--- src/kcw_pkg.sv ---
// Constants and types shared by the keyboard controller watchdog
package kcw_pkg;
    // Register addresses on the microcontroller external data bus
    localparam logic [15:0] KCW_ADDR_CTRL = 16'h7f37;
    localparam logic [15:0] KCW_ADDR_COUNT = 16'h7f38;
    // Control/status field positions
    localparam int KCW_BIT_UNLOCK = 0;
    localparam int KCW_BIT_ENABLE = 1;
    // Reset values, disable load value and last count before underflow
    localparam logic [7:0] KCW_CTRL_RESET = 8'h00;
    localparam logic [7:0] KCW_COUNT_RESET = 8'hff;
    localparam logic [7:0] KCW_COUNT_DISABLE = 8'h00;
    localparam logic [7:0] KCW_COUNT_LAST = 8'h01;
    // Prescaler: slow clock periods per counter step
    localparam int KCW_PRESCALE_BITS = 9;
    localparam logic [8:0] KCW_PRESCALE_TOP = 9'h1ff;
    localparam logic [8:0] KCW_PRESCALE_RESET = 9'h000;
    // Microcontroller external data access
    typedef struct packed {
        logic wr;
        logic rd;
        logic [15:0] addr;
        logic [7:0] wdata;
    } kcw_xreq_t;
endpackage

--- src/kcw_prescaler.sv ---
// Nine-bit prescaler: one tick per 512 slow clock edges
`timescale 1ns/1ns
module kcw_prescaler
    import kcw_pkg::*;
(
    // Clock and reset
    input wire logic sys_clk,
    input wire logic reset,
    // Slow clock edge and restart
    input wire logic step,
    input wire logic clear,
    // Count and tick
    output logic [KCW_PRESCALE_BITS-1:0] count_q,
    output logic tick_q
);
    logic [KCW_PRESCALE_BITS-1:0] count_d;
    logic tick_d;

    always_comb begin
        count_d = count_q;
        tick_d = 1'b0;
        if (clear) begin
            count_d = KCW_PRESCALE_RESET;
        end else if (step) begin
            if (count_q == KCW_PRESCALE_TOP) begin
                count_d = KCW_PRESCALE_RESET;
                tick_d = 1'b1;
            end else begin
                count_d = count_q + 9'h001;
            end
        end
    end

    always_ff @(posedge sys_clk) begin
        if (reset) begin
            count_q <= KCW_PRESCALE_RESET;
            tick_q <= 1'b0;
        end else begin
            count_q <= count_d;
            tick_q <= tick_d;
        end
    end
endmodule

--- src/kcw_sync3.sv ---
// Three-stage synchroniser with agreement filter and rising-edge pulse
`timescale 1ns/1ns
module kcw_sync3
    import kcw_pkg::*;
(
    // Clock and reset
    input wire logic sys_clk,
    input wire logic reset,
    // Asynchronous input
    input wire logic async_in,
    // Filtered level and rising edge
    output logic level_q,
    output logic rise_q
);
    logic s1_q, s2_q, s3_q;
    logic level_d, rise_d;

    // Level changes only once stages two and three agree
    always_comb begin
        level_d = level_q;
        if (s2_q == s3_q) begin
            level_d = s3_q;
        end
        rise_d = level_d & ~level_q;
    end

    always_ff @(posedge sys_clk) begin
        if (reset) begin
            s1_q <= 1'b0;
            s2_q <= 1'b0;
            s3_q <= 1'b0;
            level_q <= 1'b0;
            rise_q <= 1'b0;
        end else begin
            s1_q <= async_in;
            s2_q <= s1_q;
            s3_q <= s2_q;
            level_q <= level_d;
            rise_q <= rise_d;
        end
    end
endmodule

--- src/kcw_watchdog.sv ---
// Watchdog timer with unlock-then-load reload, top level
// What this block does
// - Eight-bit counter behind nine-bit slow prescaler
// - Counter steps once per 512 slow periods
// - Underflow raises main plane power-on reset
// - Keeps counting while the core idles
// - Power-on reset leaves watchdog disabled
// - Setting enable bit starts counting
// - Unlocked write of zero disables watchdog
// - Counter write needs unlock, then clears it
// - Locked counter writes are ignored
// - Reload value sets interval in ticks
// - Accepted load restarts the prescaler
// - Counter at 7F38, resets to FF
// - Control at 7F37, upper bits read zero
`timescale 1ns/1ns
module kcw_watchdog
    import kcw_pkg::*;
(
    // Clock and main plane reset
    input wire logic sys_clk,
    input wire logic reset,
    // Always-running slow clock pin
    input wire logic slow_clk_32k,
    // Microcontroller external data access
    input wire kcw_xreq_t xreq,
    output logic [7:0] xdata_rdata_q,
    // Watchdog state and reset request
    output logic watchdog_run_enable_q,
    output logic load_unlock_bit_q,
    output logic [7:0] watchdog_counter_q,
    output logic main_plane_power_on_reset_q
);
    logic slow_rise;
    logic tick;
    logic [KCW_PRESCALE_BITS-1:0] presc_count;
    logic wr_ctl, wr_cnt, load_ok, fire;
    logic enable_d, unlock_d, por_d;
    logic [7:0] counter_d, rdata_d;

    // Slow clock comes from a pin and is filtered before use
    kcw_sync3 u_sync (
        .sys_clk(sys_clk),
        .reset(reset),
        .async_in(slow_clk_32k),
        .level_q(),
        .rise_q(slow_rise)
    );

    // Prescaler runs regardless of core idle or sleep
    kcw_prescaler u_presc (
        .sys_clk(sys_clk),
        .reset(reset),
        .step(slow_rise),
        .clear(load_ok),
        .count_q(presc_count),
        .tick_q(tick)
    );

    // Address decode; only the microcontroller port exists
    always_comb begin
        wr_ctl = xreq.wr && (xreq.addr == KCW_ADDR_CTRL);
        wr_cnt = xreq.wr && (xreq.addr == KCW_ADDR_COUNT);
        load_ok = wr_cnt && load_unlock_bit_q;
        fire = watchdog_run_enable_q && tick && (watchdog_counter_q <= KCW_COUNT_LAST);
    end

    // Control/status next state
    always_comb begin
        enable_d = watchdog_run_enable_q;
        unlock_d = load_unlock_bit_q;
        if (wr_ctl) begin
            unlock_d = xreq.wdata[KCW_BIT_UNLOCK];
            if (xreq.wdata[KCW_BIT_ENABLE]) begin
                enable_d = 1'b1;
            end
            // Writing zero to enable leaves it set
        end
        if (load_ok) begin
            unlock_d = 1'b0;
            if (xreq.wdata == KCW_COUNT_DISABLE) begin
                enable_d = 1'b0;
            end
        end
    end

    // Counter and request next state; load wins over a tick in the same cycle for the counter only
    always_comb begin
        counter_d = watchdog_counter_q;
        if (load_ok) begin
            counter_d = xreq.wdata;
        end else if (watchdog_run_enable_q && tick) begin
            if (watchdog_counter_q != KCW_COUNT_DISABLE) begin
                counter_d = watchdog_counter_q - 8'h01;
            end
        end
        por_d = fire;
    end

    // Read data, one cycle after the read strobe
    always_comb begin
        rdata_d = 8'h00;
        if (xreq.rd) begin
            case (xreq.addr)
                KCW_ADDR_CTRL: begin
                    rdata_d = {6'h00, watchdog_run_enable_q, load_unlock_bit_q};
                end
                KCW_ADDR_COUNT: begin
                    rdata_d = watchdog_counter_q;
                end
                default: begin
                    rdata_d = 8'h00;
                end
            endcase
        end
    end

    always_ff @(posedge sys_clk) begin
        if (reset) begin
            watchdog_run_enable_q <= KCW_CTRL_RESET[KCW_BIT_ENABLE];
            load_unlock_bit_q <= KCW_CTRL_RESET[KCW_BIT_UNLOCK];
            watchdog_counter_q <= KCW_COUNT_RESET;
            main_plane_power_on_reset_q <= 1'b0;
            xdata_rdata_q <= 8'h00;
        end else begin
            watchdog_run_enable_q <= enable_d;
            load_unlock_bit_q <= unlock_d;
            watchdog_counter_q <= counter_d;
            main_plane_power_on_reset_q <= por_d;
            xdata_rdata_q <= rdata_d;
        end
    end

    // Slow edges seen since the prescaler last restarted, for the tick check
    logic [9:0] chk_steps_q;
    logic [9:0] chk_steps_d;

    always_comb begin
        chk_steps_d = chk_steps_q;
        if (load_ok) begin
            chk_steps_d = 10'h000;
        end else if (tick) begin
            chk_steps_d = {9'h000, slow_rise};
        end else if (slow_rise) begin
            chk_steps_d = chk_steps_q + 10'h001;
        end
    end

    always_ff @(posedge sys_clk) begin
        if (reset) begin
            chk_steps_q <= 10'h000;
        end else begin
            chk_steps_q <= chk_steps_d;
        end
    end
endmodule
--- config.mk ---
export PLATFORM = sky130hd
export DESIGN_NAME = kcw_watchdog
export DESIGN_NICKNAME = d
export VERILOG_FILES = /design/src/kcw_pkg.sv /design/src/kcw_prescaler.sv /design/src/kcw_sync3.sv /design/src/kcw_watchdog.sv
export SDC_FILE = /design/constraint.sdc
export NUM_CORES = 1
export LEC_CHECK = 0
export BUFFER_PORTS_ARGS = -buffer_cell sky130_fd_sc_hd__buf_2
export CAP_MARGIN = 5
export CORE_ASPECT_RATIO = 1.75
export CORE_MARGIN = 1.5
export CORE_UTILIZATION = 50
export CTS_CLUSTER_SIZE = 16
export DETAILED_ROUTE_END_ITERATION = 10
export PLACE_DENSITY_LB_ADDON = 0.08
export SKIP_CTS_REPAIR_TIMING = 1
export SLEW_MARGIN = 5
export SYNTH_ARGS = -nofsm -noshare
export SYNTH_HDL_FRONTEND = slang
export SYNTH_SLANG_ARGS = --single-unit
export TNS_END_PERCENT = 20
--- constraint.sdc ---
create_clock -name sys_clk -period 2.68 [get_ports sys_clk]
set_input_delay 0.536 -clock sys_clk [delete_from_list [all_inputs] [get_ports sys_clk]]
set_output_delay 0.536 -clock sys_clk [all_outputs]
set_load 0.02 [all_outputs]
==> impl_metrics.env, run 1 <==
export IMPL_die_width_um=45.3
export IMPL_hpwlAfterDp_mm=2.69
export IMPL_r2r_start="u_presc.count_q[0]$_SDFFE_PP0P_"
export IMPL_critPathMaxFanout=7
export IMPL_placedCellCount=254
export IMPL_overflow=0
export IMPL_rsz0062_at_grt="false"
export IMPL_clkLatencyLatePin_ns=0.28
export IMPL_status="completed"
export IMPL_period_minus_slack_ns=1.94
export IMPL_rrSetupSlack_ns=0.74
export IMPL_fin_cells=261
export IMPL_arrival_ns=2.12
export IMPL_finalWirelength_mm=3.51
export IMPL_cp_start_kind="flip-flop"
export IMPL_drv_cap=0
export IMPL_drc_errors=0
export IMPL_areaGrowthSynthToFinish_pct=25.1
export IMPL_postPlaceCellArea_um2=1840
export IMPL_min_delay_start="u_sync.level_q$_SDFF_PP0_"
export IMPL_gr_usage_all_layers=0.224
export IMPL_core_um2=2960
export IMPL_ys_seq_elements=34
export IMPL_final_hold_viol_count=0
export IMPL_path_class="reg2reg"
export IMPL_die_area_um2=3480
export IMPL_synthArstFlopShare=0
export IMPL_drive_gt1_frac=0.292
export IMPL_ys_flop_type="dfxtp_1"
export IMPL_root_buffer="clkbuf_8"
export IMPL_peakVddDrop_mv=0.376
export IMPL_leakage_nw=0.818
export IMPL_timing_final_ws_setup_ns=0.737
export IMPL_worst_hold_path_type="reg2reg"
export IMPL_post_route_util=0.660
export IMPL_syn_nets=200
export IMPL_synthCells=167
export IMPL_path_clk_slew_ns=0.06
export IMPL_die_height_um=77.0
export IMPL_cts_buffers_inserted=5
export IMPL_critPathLaunch="u_presc.count_q[0]$_SDFFE_PP0P_"
export IMPL_ys_seq_area_frac=0.436
export IMPL_cp_endpoint="u_presc.count_q[6]$_SDFFE_PP0P_"
export IMPL_drt_iter0_drc=24
export IMPL_tritoncts="done"
export IMPL_top_register="u_presc.count_q"
export IMPL_vias=1393
export IMPL_syn_area_um2=1560
export IMPL_slew_headroom=0.677
export IMPL_reg2reg_depth=9
export IMPL_io_pin_count=48
export IMPL_post_drt_via_cell_ratio=5.34
export IMPL_min_period_over_period=0.725
export IMPL_post_route_cell_area_um2=1950
export IMPL_timing_rr_end="u_presc.count_q[6]$_SDFFE_PP0P_"
export IMPL_synth_edf_count=0
export IMPL_routedWlPerCell_um=13.5
export IMPL_p_total_mw=1.02
export IMPL_clock_fmax_ghz=0.515
export IMPL_setup_viol=0
export IMPL_initial_core_util=0.528
export IMPL_grt_pass1_vias=1406
export IMPL_largestRegisters="u_presc.count_q: 9 flops, watchdog_counter_q: 8 flops, xdata_rdata_q: 8 flops"
export IMPL_largest_reg_flops=9
export IMPL_clock_sinks=34
export IMPL_cts_buffer_depth=2
export IMPL_final_setup_tns_ns=0
export IMPL_htree_levels=2
export IMPL_portBuffers=47
export IMPL_grt_antenna_before_repair=0
export IMPL_yosysMostFrequentCell="dfxtp_1"
export IMPL_synth_warnings=0
export IMPL_crit_required_ns=2.85
export IMPL_fin_skew_ns=0.00176
export IMPL_synth_top_area_frac=0.436
export IMPL_n_antenna_cell=0
export IMPL_pre_cts_ws_ns=0.483
export IMPL_avgSynthCellArea_um2=9.36
export IMPL_ant_nets=0
export IMPL_whs_path_depth=1
export IMPL_netlist_top_cells_count="34 x dfxtp_1, 20 x nor2_1, 10 x mux2i_1"
export IMPL_synth_cell_types=35
export IMPL_p_per_area_nw_per_um2=520
export IMPL_synth_area_leaders="dfxtp_1 44%, mux2i_1 6.4%, nor2_1 4.8%"
export IMPL_drv_slew=0
export IMPL_gp_congestion=0.778
export IMPL_grt_pass1_wl_mm=5.83
export IMPL_worstSetupEndpointType="flip-flop"
export IMPL_tightest_slew_ns=0.481
export IMPL_synth_top_area_cell="dfxtp_1"
export IMPL_core_rowCount=26
export IMPL_grt_max_degree=18
export IMPL_first_pass_iters=4
export IMPL_fin_nets=252
export IMPL_timing_hold_ws_ns=0.411
==> critical path: stages, from the launching register on <==
cell and delay [ns]:
dfxtp_1 0.38, ha_1 0.20, and3_1 0.20, and3_1 0.21, and3_1 0.16, ha_1 0.26, nand2b_1 0.16, nor2_1 0.05
a22oi_1 0.16, nor2_1 0.06
==> cells by family (layout without fill, tap and decap cells) <==
group / after synthesis / count (layout) / synth area share
muxes: 13 / 13 / 0.0857
xor gates and xnor gates: 4 / 4 / 0.0224
buffers and inverters: 6 / 58 / 0.0200
AOI/OAI and AO/OA: 22 / 22 / 0.0881
adders and majority gates: 4 / 4 / 0.0320
and+or+nand+nor: 84 / 84 / 0.316
DFF: 34 / 34 / 0.436
==> power breakdown <==
part           leakage [nW]  internal, mW  switching [mW]
clock                0.0573         0.297           0.173
sequential            0.275         0.507        0.000836
combinational         0.486        0.0207          0.0179
total                 0.818         0.825           0.192
==> layer usage <==
layer,vias up,routed length (um),GRT usage
li1,702,-,-
met1,651,1350,0.218
met2,33,1960,0.404
met3,7,123,0.0588
met4,0,76,0.109
met5,-,0,0
==> placed cells by master (no fill, tap or decap) <==
cell	Yosys	layout
a211o_1	2	2
a211oi_1	1	1
a21oi_1	5	5
a22oi_1	5	5
a31oi_1	1	1
and2_1	9	9
and3_1	4	4
and3_2	1	1
buf_2	1	47
buf_4	0	2
bufinv_16	0	1
clkbuf_8	0	6
dfxtp_1	34	34
ha_1	4	4
inv_1	2	2
mux2_2	3	3
mux2i_1	10	10
nand2_1	5	5
nand2b_1	8	8
nand3_1	2	2
nand4_1	3	3
nand4b_1	2	2
nand4bb_1	2	2
nor2_1	20	20
nor2b_1	8	8
nor3_1	7	7
nor4_1	5	5
nor4_4	1	1
o21ai_0	7	7
o41ai_1	1	1
or2_2	2	2
or3_1	1	1
or4_1	3	3
or4b_4	1	1
xnor2_1	2	2
xor2_1	2	2
==> worst min path at each step <==
| stage | to |
|---|---|
| after floorplan | u_sync.rise_q$_SDFF_PP0_ |
| after global placement | u_sync.rise_q$_SDFF_PP0_ |
| after detailed placement | u_sync.rise_q$_SDFF_PP0_ |
| after CTS | u_sync.rise_q$_SDFF_PP0_ |
| after global routing | u_sync.rise_q$_SDFF_PP0_ |
| final | u_sync.rise_q$_SDFF_PP0_ |
==> layout make-up <==
| cell class | instances | area (um^2) |
|---|---|---|
| inverter | 2 | 7.51 |
| clock buffer | 6 | 82.6 |
| multi-input combinational | 127 | 851 |
| sequential | 34 | 681 |
| timing repair buffer | 49 | 250 |
| clock inverter | 1 | 30.0 |
| tap | 42 | 52.6 |
| fill | 268 | 1010 |
Power figures use the tool's default switching activity.
==> inputs of run 2 (changes only) <==
Settings changed: CORE_UTILIZATION 50 to 45.
Clock period 2.68 ns to 1.6 ns, I/O delays scaled along.
==> run 2 against run 1 <==
The flow now finishes with violations (negative setup slack). Via count up 11%. Register-to-register slack got worse by 0.83 ns. Critical path type unchanged. Hold slack lost 0.17 ns. Clock skew up 0.0023 ns. Core utilization is 1.8 points higher.
==> impl_metrics.env, run 2 (synthesis gave the netlist of run 1 again) <==
export IMPL_seqCellArea_um2=687
export IMPL_portBuffers=47
export IMPL_pre_cts_ws_ns=-0.352
export IMPL_path_class="reg2reg"
export IMPL_first_pass_iters=4
export IMPL_n_antenna_cell=0
export IMPL_fin_skew_ns=0.00405
export IMPL_drv_cap=0
export IMPL_rsz0062_at_grt="true"
export IMPL_period_minus_slack_ns=1.70
export IMPL_fin_nets=276
export IMPL_min_period_over_period=1.06
export IMPL_wl_met2_mm=2.45
export IMPL_slew_headroom=0.664
export IMPL_worstSetupEndpointType="flip-flop"
export IMPL_gr_usage_all_layers=0.208
export IMPL_wl_met1_mm=1.40
export IMPL_critPathMaxFanout=6
export IMPL_grt_pass1_wl_mm=5.69
export IMPL_crit_required_ns=1.77
export IMPL_routed_top_layer="met4"
export IMPL_peakVddDrop_mv=0.509
export IMPL_clkLatencyLatePin_ns=0.28
export IMPL_routedWlPerCell_um=14.1
export IMPL_core_um2=3360
export IMPL_grt_max_degree=18
export IMPL_top_register="u_presc.count_q"
export IMPL_clock_sinks=34
export IMPL_overflow=0
export IMPL_tritoncts="done"
export IMPL_die_height_um=81.0
export IMPL_p_total_mw=1.86
export IMPL_drc_errors=0
export IMPL_post_route_util=0.679
export IMPL_setup_viol=8
export IMPL_final_hold_viol_count=0
export IMPL_core_rowCount=28
export IMPL_leakage_nw=0.938
export IMPL_timing_final_ws_setup_ns=-0.0953
export IMPL_status="finished with violations"
export IMPL_htree_levels=2
export IMPL_die_width_um=47.5
export IMPL_ant_nets=0
export IMPL_post_drt_via_cell_ratio=5.33
export IMPL_areaGrowthSynthToFinish_pct=46.0
export IMPL_die_area_um2=3850
export IMPL_arrival_ns=1.87
export IMPL_layout_common_cells="46 x buf_2, 29 x dfxtp_1, 25 x buf_4"
export IMPL_cts_buffer_depth=2
export IMPL_gp_congestion=0.886
export IMPL_p_per_area_nw_per_um2=815
export IMPL_worst_hold_path_type="in2reg"
export IMPL_multi_input_area_um2=945
export IMPL_cts_buffers_inserted=5
export IMPL_final_common_cell="buf_2"
export IMPL_initial_core_util=0.465
export IMPL_drv_slew=0
export IMPL_grt_antenna_before_repair=0
export IMPL_timing_hold_ws_ns=0.240
export IMPL_largest_reg_flops=9
export IMPL_drive_gt1_frac=0.443
export IMPL_io_pin_count=48
export IMPL_grt_pass1_vias=1426
export IMPL_nFillCells=288
export IMPL_vias=1541
export IMPL_tightest_slew_ns=0.502
export IMPL_clock_fmax_ghz=0.590
export IMPL_root_buffer="clkbuf_8"
export IMPL_wl_met3_um=162
export IMPL_violations="negative setup slack"
export IMPL_finalWirelength_mm=4.08
export IMPL_path_clk_slew_ns=0.07
export IMPL_hpwlAfterDp_mm=3.06
export IMPL_largestRegisters="u_presc.count_q: 9 flops, watchdog_counter_q: 8 flops, xdata_rdata_q: 8 flops"
export IMPL_drt_iter0_drc=11
export IMPL_cp_start_kind="flip-flop"
-- run 2: final cells by class --
class                   instances  area share
repair buffers                 73       0.197
inverters                       2     0.00329
clock buffers                   5      0.0302
flip-flops and latches         34       0.301
well taps                      45      0.0247
clock inverters                 3      0.0302
multi-input cells             127       0.414
-- run 2: final timing paths --
path                                   startpoint                              end  slack (ns)  depth (start not counted)
setup / recovery  u_presc.count_q[1]$_SDFFE_PP0P_  u_presc.count_q[4]$_SDFFE_PP0P_        -0.1                          9
hold / removal                       slow_clk_32k           u_sync.s1_q$_SDFF_PP0_        0.24                          2
setup reg to reg  u_presc.count_q[1]$_SDFFE_PP0P_  u_presc.count_q[4]$_SDFFE_PP0P_        -0.1                          9
hold reg to reg         u_sync.level_q$_SDFF_PP0_         u_sync.rise_q$_SDFF_PP0_        0.41                          1
-- run 2: routing by layer --
metal,track usage,vias to the layer above
met4,0.0973,0
met3,0.0622,8
met1,0.168,737
li1,-,752
met2,0.407,44
met5,0,-
-- run 2: where the power goes --
group          internal [mW]  switching [mW]  total [mW]
registers              0.849         0.00128       0.850
clock network          0.624           0.317       0.941
logic                 0.0390          0.0299      0.0690
-- run 2: stage by stage --
stage	setup TNS, ns	area, um^2	cells
final	-0.433	2280	289
after detailed placement	-7.45	2060	280
after global routing	-1.26	2280	289
after CTS	-1.34	2190	288
after global placement	-6.11	2060	280
after floorplan	-1.29	1590	167
-- run 2: worst max-delay path, cell delays in order, from the launching register on --
cell,delay [ns]
dfxtp_2,0.36
ha_4,0.14
and3_4,0.18
and3_4,0.18
and3_4,0.19
ha_4,0.16
nand2b_4,0.14
nor2_2,0.03
a22oi_1,0.15
nor2_1,0.06
==> inputs of run 3 (changes only) <==
Clock period 1.6 ns to 1.4 ns, I/O delays scaled along.
==> run 3 against run 2 <==
The flow still finishes with violations (negative setup slack). Via count increased by 2.3%. Maximum frequency increased by 1.6%. Design area increased by 7.5%. First-iteration DRC count increased by 110%. Clock-buffer cell count increased by 1. Non-clock buffer count increased by 20. Flip-flop and latch count unchanged. Power decreased by 5.3%. Clock power decreased by 25%. Worst setup slack got worse by 0.17 ns. Global-route usage increased by 3.8 points. Sequential share of layout area decreased by 2.0 points. Critical endpoint is now u_presc.count_q[6]$_SDFFE_PP0P_. Highest routed layer unchanged.
==> impl_metrics.env, run 3 (synthesis gave the netlist of run 1 again) <==
export IMPL_clock_sinks=34
export IMPL_min_delay_start="slow_clk_32k"
export IMPL_die_width_um=47.5
export IMPL_die_height_um=81.0
export IMPL_areaGrowthSynthToFinish_pct=56.9
export IMPL_fin_skew_ns=0.00496
export IMPL_overflow=0
export IMPL_portBuffers=47
export IMPL_min_to="u_sync.s1_q$_SDFF_PP0_"
export IMPL_rrSetupSlack_ns=-0.27
export IMPL_layout_common_cells="45 x buf_2, 44 x buf_4, 29 x dfxtp_1"
export IMPL_reg2reg_depth=9
export IMPL_post_route_cell_area_um2=2450
export IMPL_timing_hold_ws_ns=0.204
export IMPL_cts_buffers_inserted=5
export IMPL_drc_errors=0
export IMPL_vias=1576
export IMPL_hpwlAfterDp_mm=3.44
export IMPL_status="finished with violations"
export IMPL_p_per_area_nw_per_um2=718
export IMPL_top_register="u_presc.count_q"
export IMPL_path_clk_slew_ns=0.07
export IMPL_r2r_start="u_presc.count_q[1]$_SDFFE_PP0P_"
export IMPL_period_minus_slack_ns=1.67
export IMPL_drv_cap=0
export IMPL_gr_usage_all_layers=0.246
export IMPL_drive_gt1_frac=0.515
export IMPL_postPlaceCellArea_um2=2230
export IMPL_clkLatencyLatePin_ns=0.28
export IMPL_worstSetupEndpointType="flip-flop"
export IMPL_n_antenna_cell=0
export IMPL_initial_core_util=0.465
export IMPL_drt_iter0_drc=23
export IMPL_timing_rr_end="u_presc.count_q[6]$_SDFFE_PP0P_"
export IMPL_die_area_um2=3850
export IMPL_grt_max_degree=15
export IMPL_gp_congestion=0.872
export IMPL_grt_pass1_wl_mm=6.69
export IMPL_finalWirelength_mm=4.39
export IMPL_cts_buffer_depth=2
export IMPL_io_pin_count=48
export IMPL_setup_viol=19
export IMPL_cp_start_kind="flip-flop"
export IMPL_fin_nets=296
export IMPL_post_drt_via_cell_ratio=5.13
export IMPL_tritoncts="done"
export IMPL_core_um2=3360
export IMPL_ant_nets=0
export IMPL_grt_pass1_vias=1588
export IMPL_tightest_slew_ns=0.292
export IMPL_drv_slew=0
export IMPL_largestRegisters="u_presc.count_q: 9 flops, watchdog_counter_q: 8 flops, xdata_rdata_q: 8 flops"
export IMPL_core_rowCount=28
export IMPL_min_period_over_period=1.19
export IMPL_slew_headroom=0.804
export IMPL_critPathLaunch="u_presc.count_q[1]$_SDFFE_PP0P_"
export IMPL_first_pass_iters=4
export IMPL_arrival_ns=1.84
export IMPL_violations="negative setup slack"
export IMPL_path_class="reg2reg"
export IMPL_rsz0062_at_grt="true"
export IMPL_htree_levels=2
export IMPL_largest_reg_flops=9
export IMPL_whs_path_depth=2
export IMPL_critPathMaxFanout=7
export IMPL_routedWlPerCell_um=14.3
export IMPL_crit_required_ns=1.58
export IMPL_fin_cells=307
export IMPL_root_buffer="clkbuf_8"
export IMPL_final_common_cell="buf_2"
export IMPL_final_hold_viol_count=0
export IMPL_placedCellCount=298
export IMPL_worst_hold_path_type="in2reg"
export IMPL_leakage_nw=1.03
export IMPL_timing_final_ws_setup_ns=-0.268
export IMPL_grt_antenna_before_repair=0
export IMPL_peakVddDrop_mv=0.643
export IMPL_clock_fmax_ghz=0.599
export IMPL_pre_cts_ws_ns=-0.403
==> run 3: through the flow <==
stage / utilization / TNS (ns) / total power [mW]
after floorplan: - / -5.16 / 1.02
after global placement: 0.663 / -9.70 / 1.07
after detailed placement: 0.663 / -9.70 / 1.07
after CTS: 0.688 / -3.87 / 1.78
after global routing: 0.729 / -4.33 / 1.82
final: 0.729 / -2.94 / 1.76
==> run 3: layer usage <==
layer	global-route usage	vias to the layer above	routed length, um
met1	0.208	752	1510
li1	-	787	-
met5	0	-	0
met2	0.493	30	2660
met3	0.0578	7	135
met4	0.0919	0	88
==> run 3: worst max-delay path by stage <==
stage	end	slack, ns	cells past startpoint
6_report	u_presc.count_q[6]$_SDFFE_PP0P_	-0.27	9
4_1_cts	u_presc.count_q[6]$_SDFFE_PP0P_	-0.29	9
3_3_place_gp	watchdog_counter_q[1]$_SDFFE_PP1P_	-0.39	6
2_1_floorplan	watchdog_counter_q[1]$_SDFFE_PP1P_	-0.28	5
5_1_grt	u_presc.count_q[4]$_SDFFE_PP0P_	-0.36	9
3_5_place_dp	watchdog_counter_q[4]$_SDFFE_PP1P_	-0.40	6
==> run 3: worst max-delay path: stages (launching register included) <==
cell and delay (ns):
dfxtp_2 0.35, ha_4 0.14, and3_4 0.18, and3_4 0.18, and3_4 0.19, ha_4 0.16
nand2b_4 0.14, nor2_1 0.04, a22oi_1 0.13, nor2_1 0.05
==> run 3: layout make-up <==
type / count / area (um^2)
multi-input combinational: 127 / 993
fill: 280 / 911
sequential: 34 / 689
timing repair buffer: 93 / 623
clock buffer: 6 / 82.6
tap: 45 / 56.3
inverter: 2 / 7.51
==> run 3: power breakdown <==
part | switching [mW] | leakage (nW) | internal [mW] | total, mW
combinational | 0.0387 | 0.715 | 0.0491 | 0.0878
sequential | 0.00148 | 0.275 | 0.969 | 0.971
clock | 0.324 | 0.0431 | 0.379 | 0.703
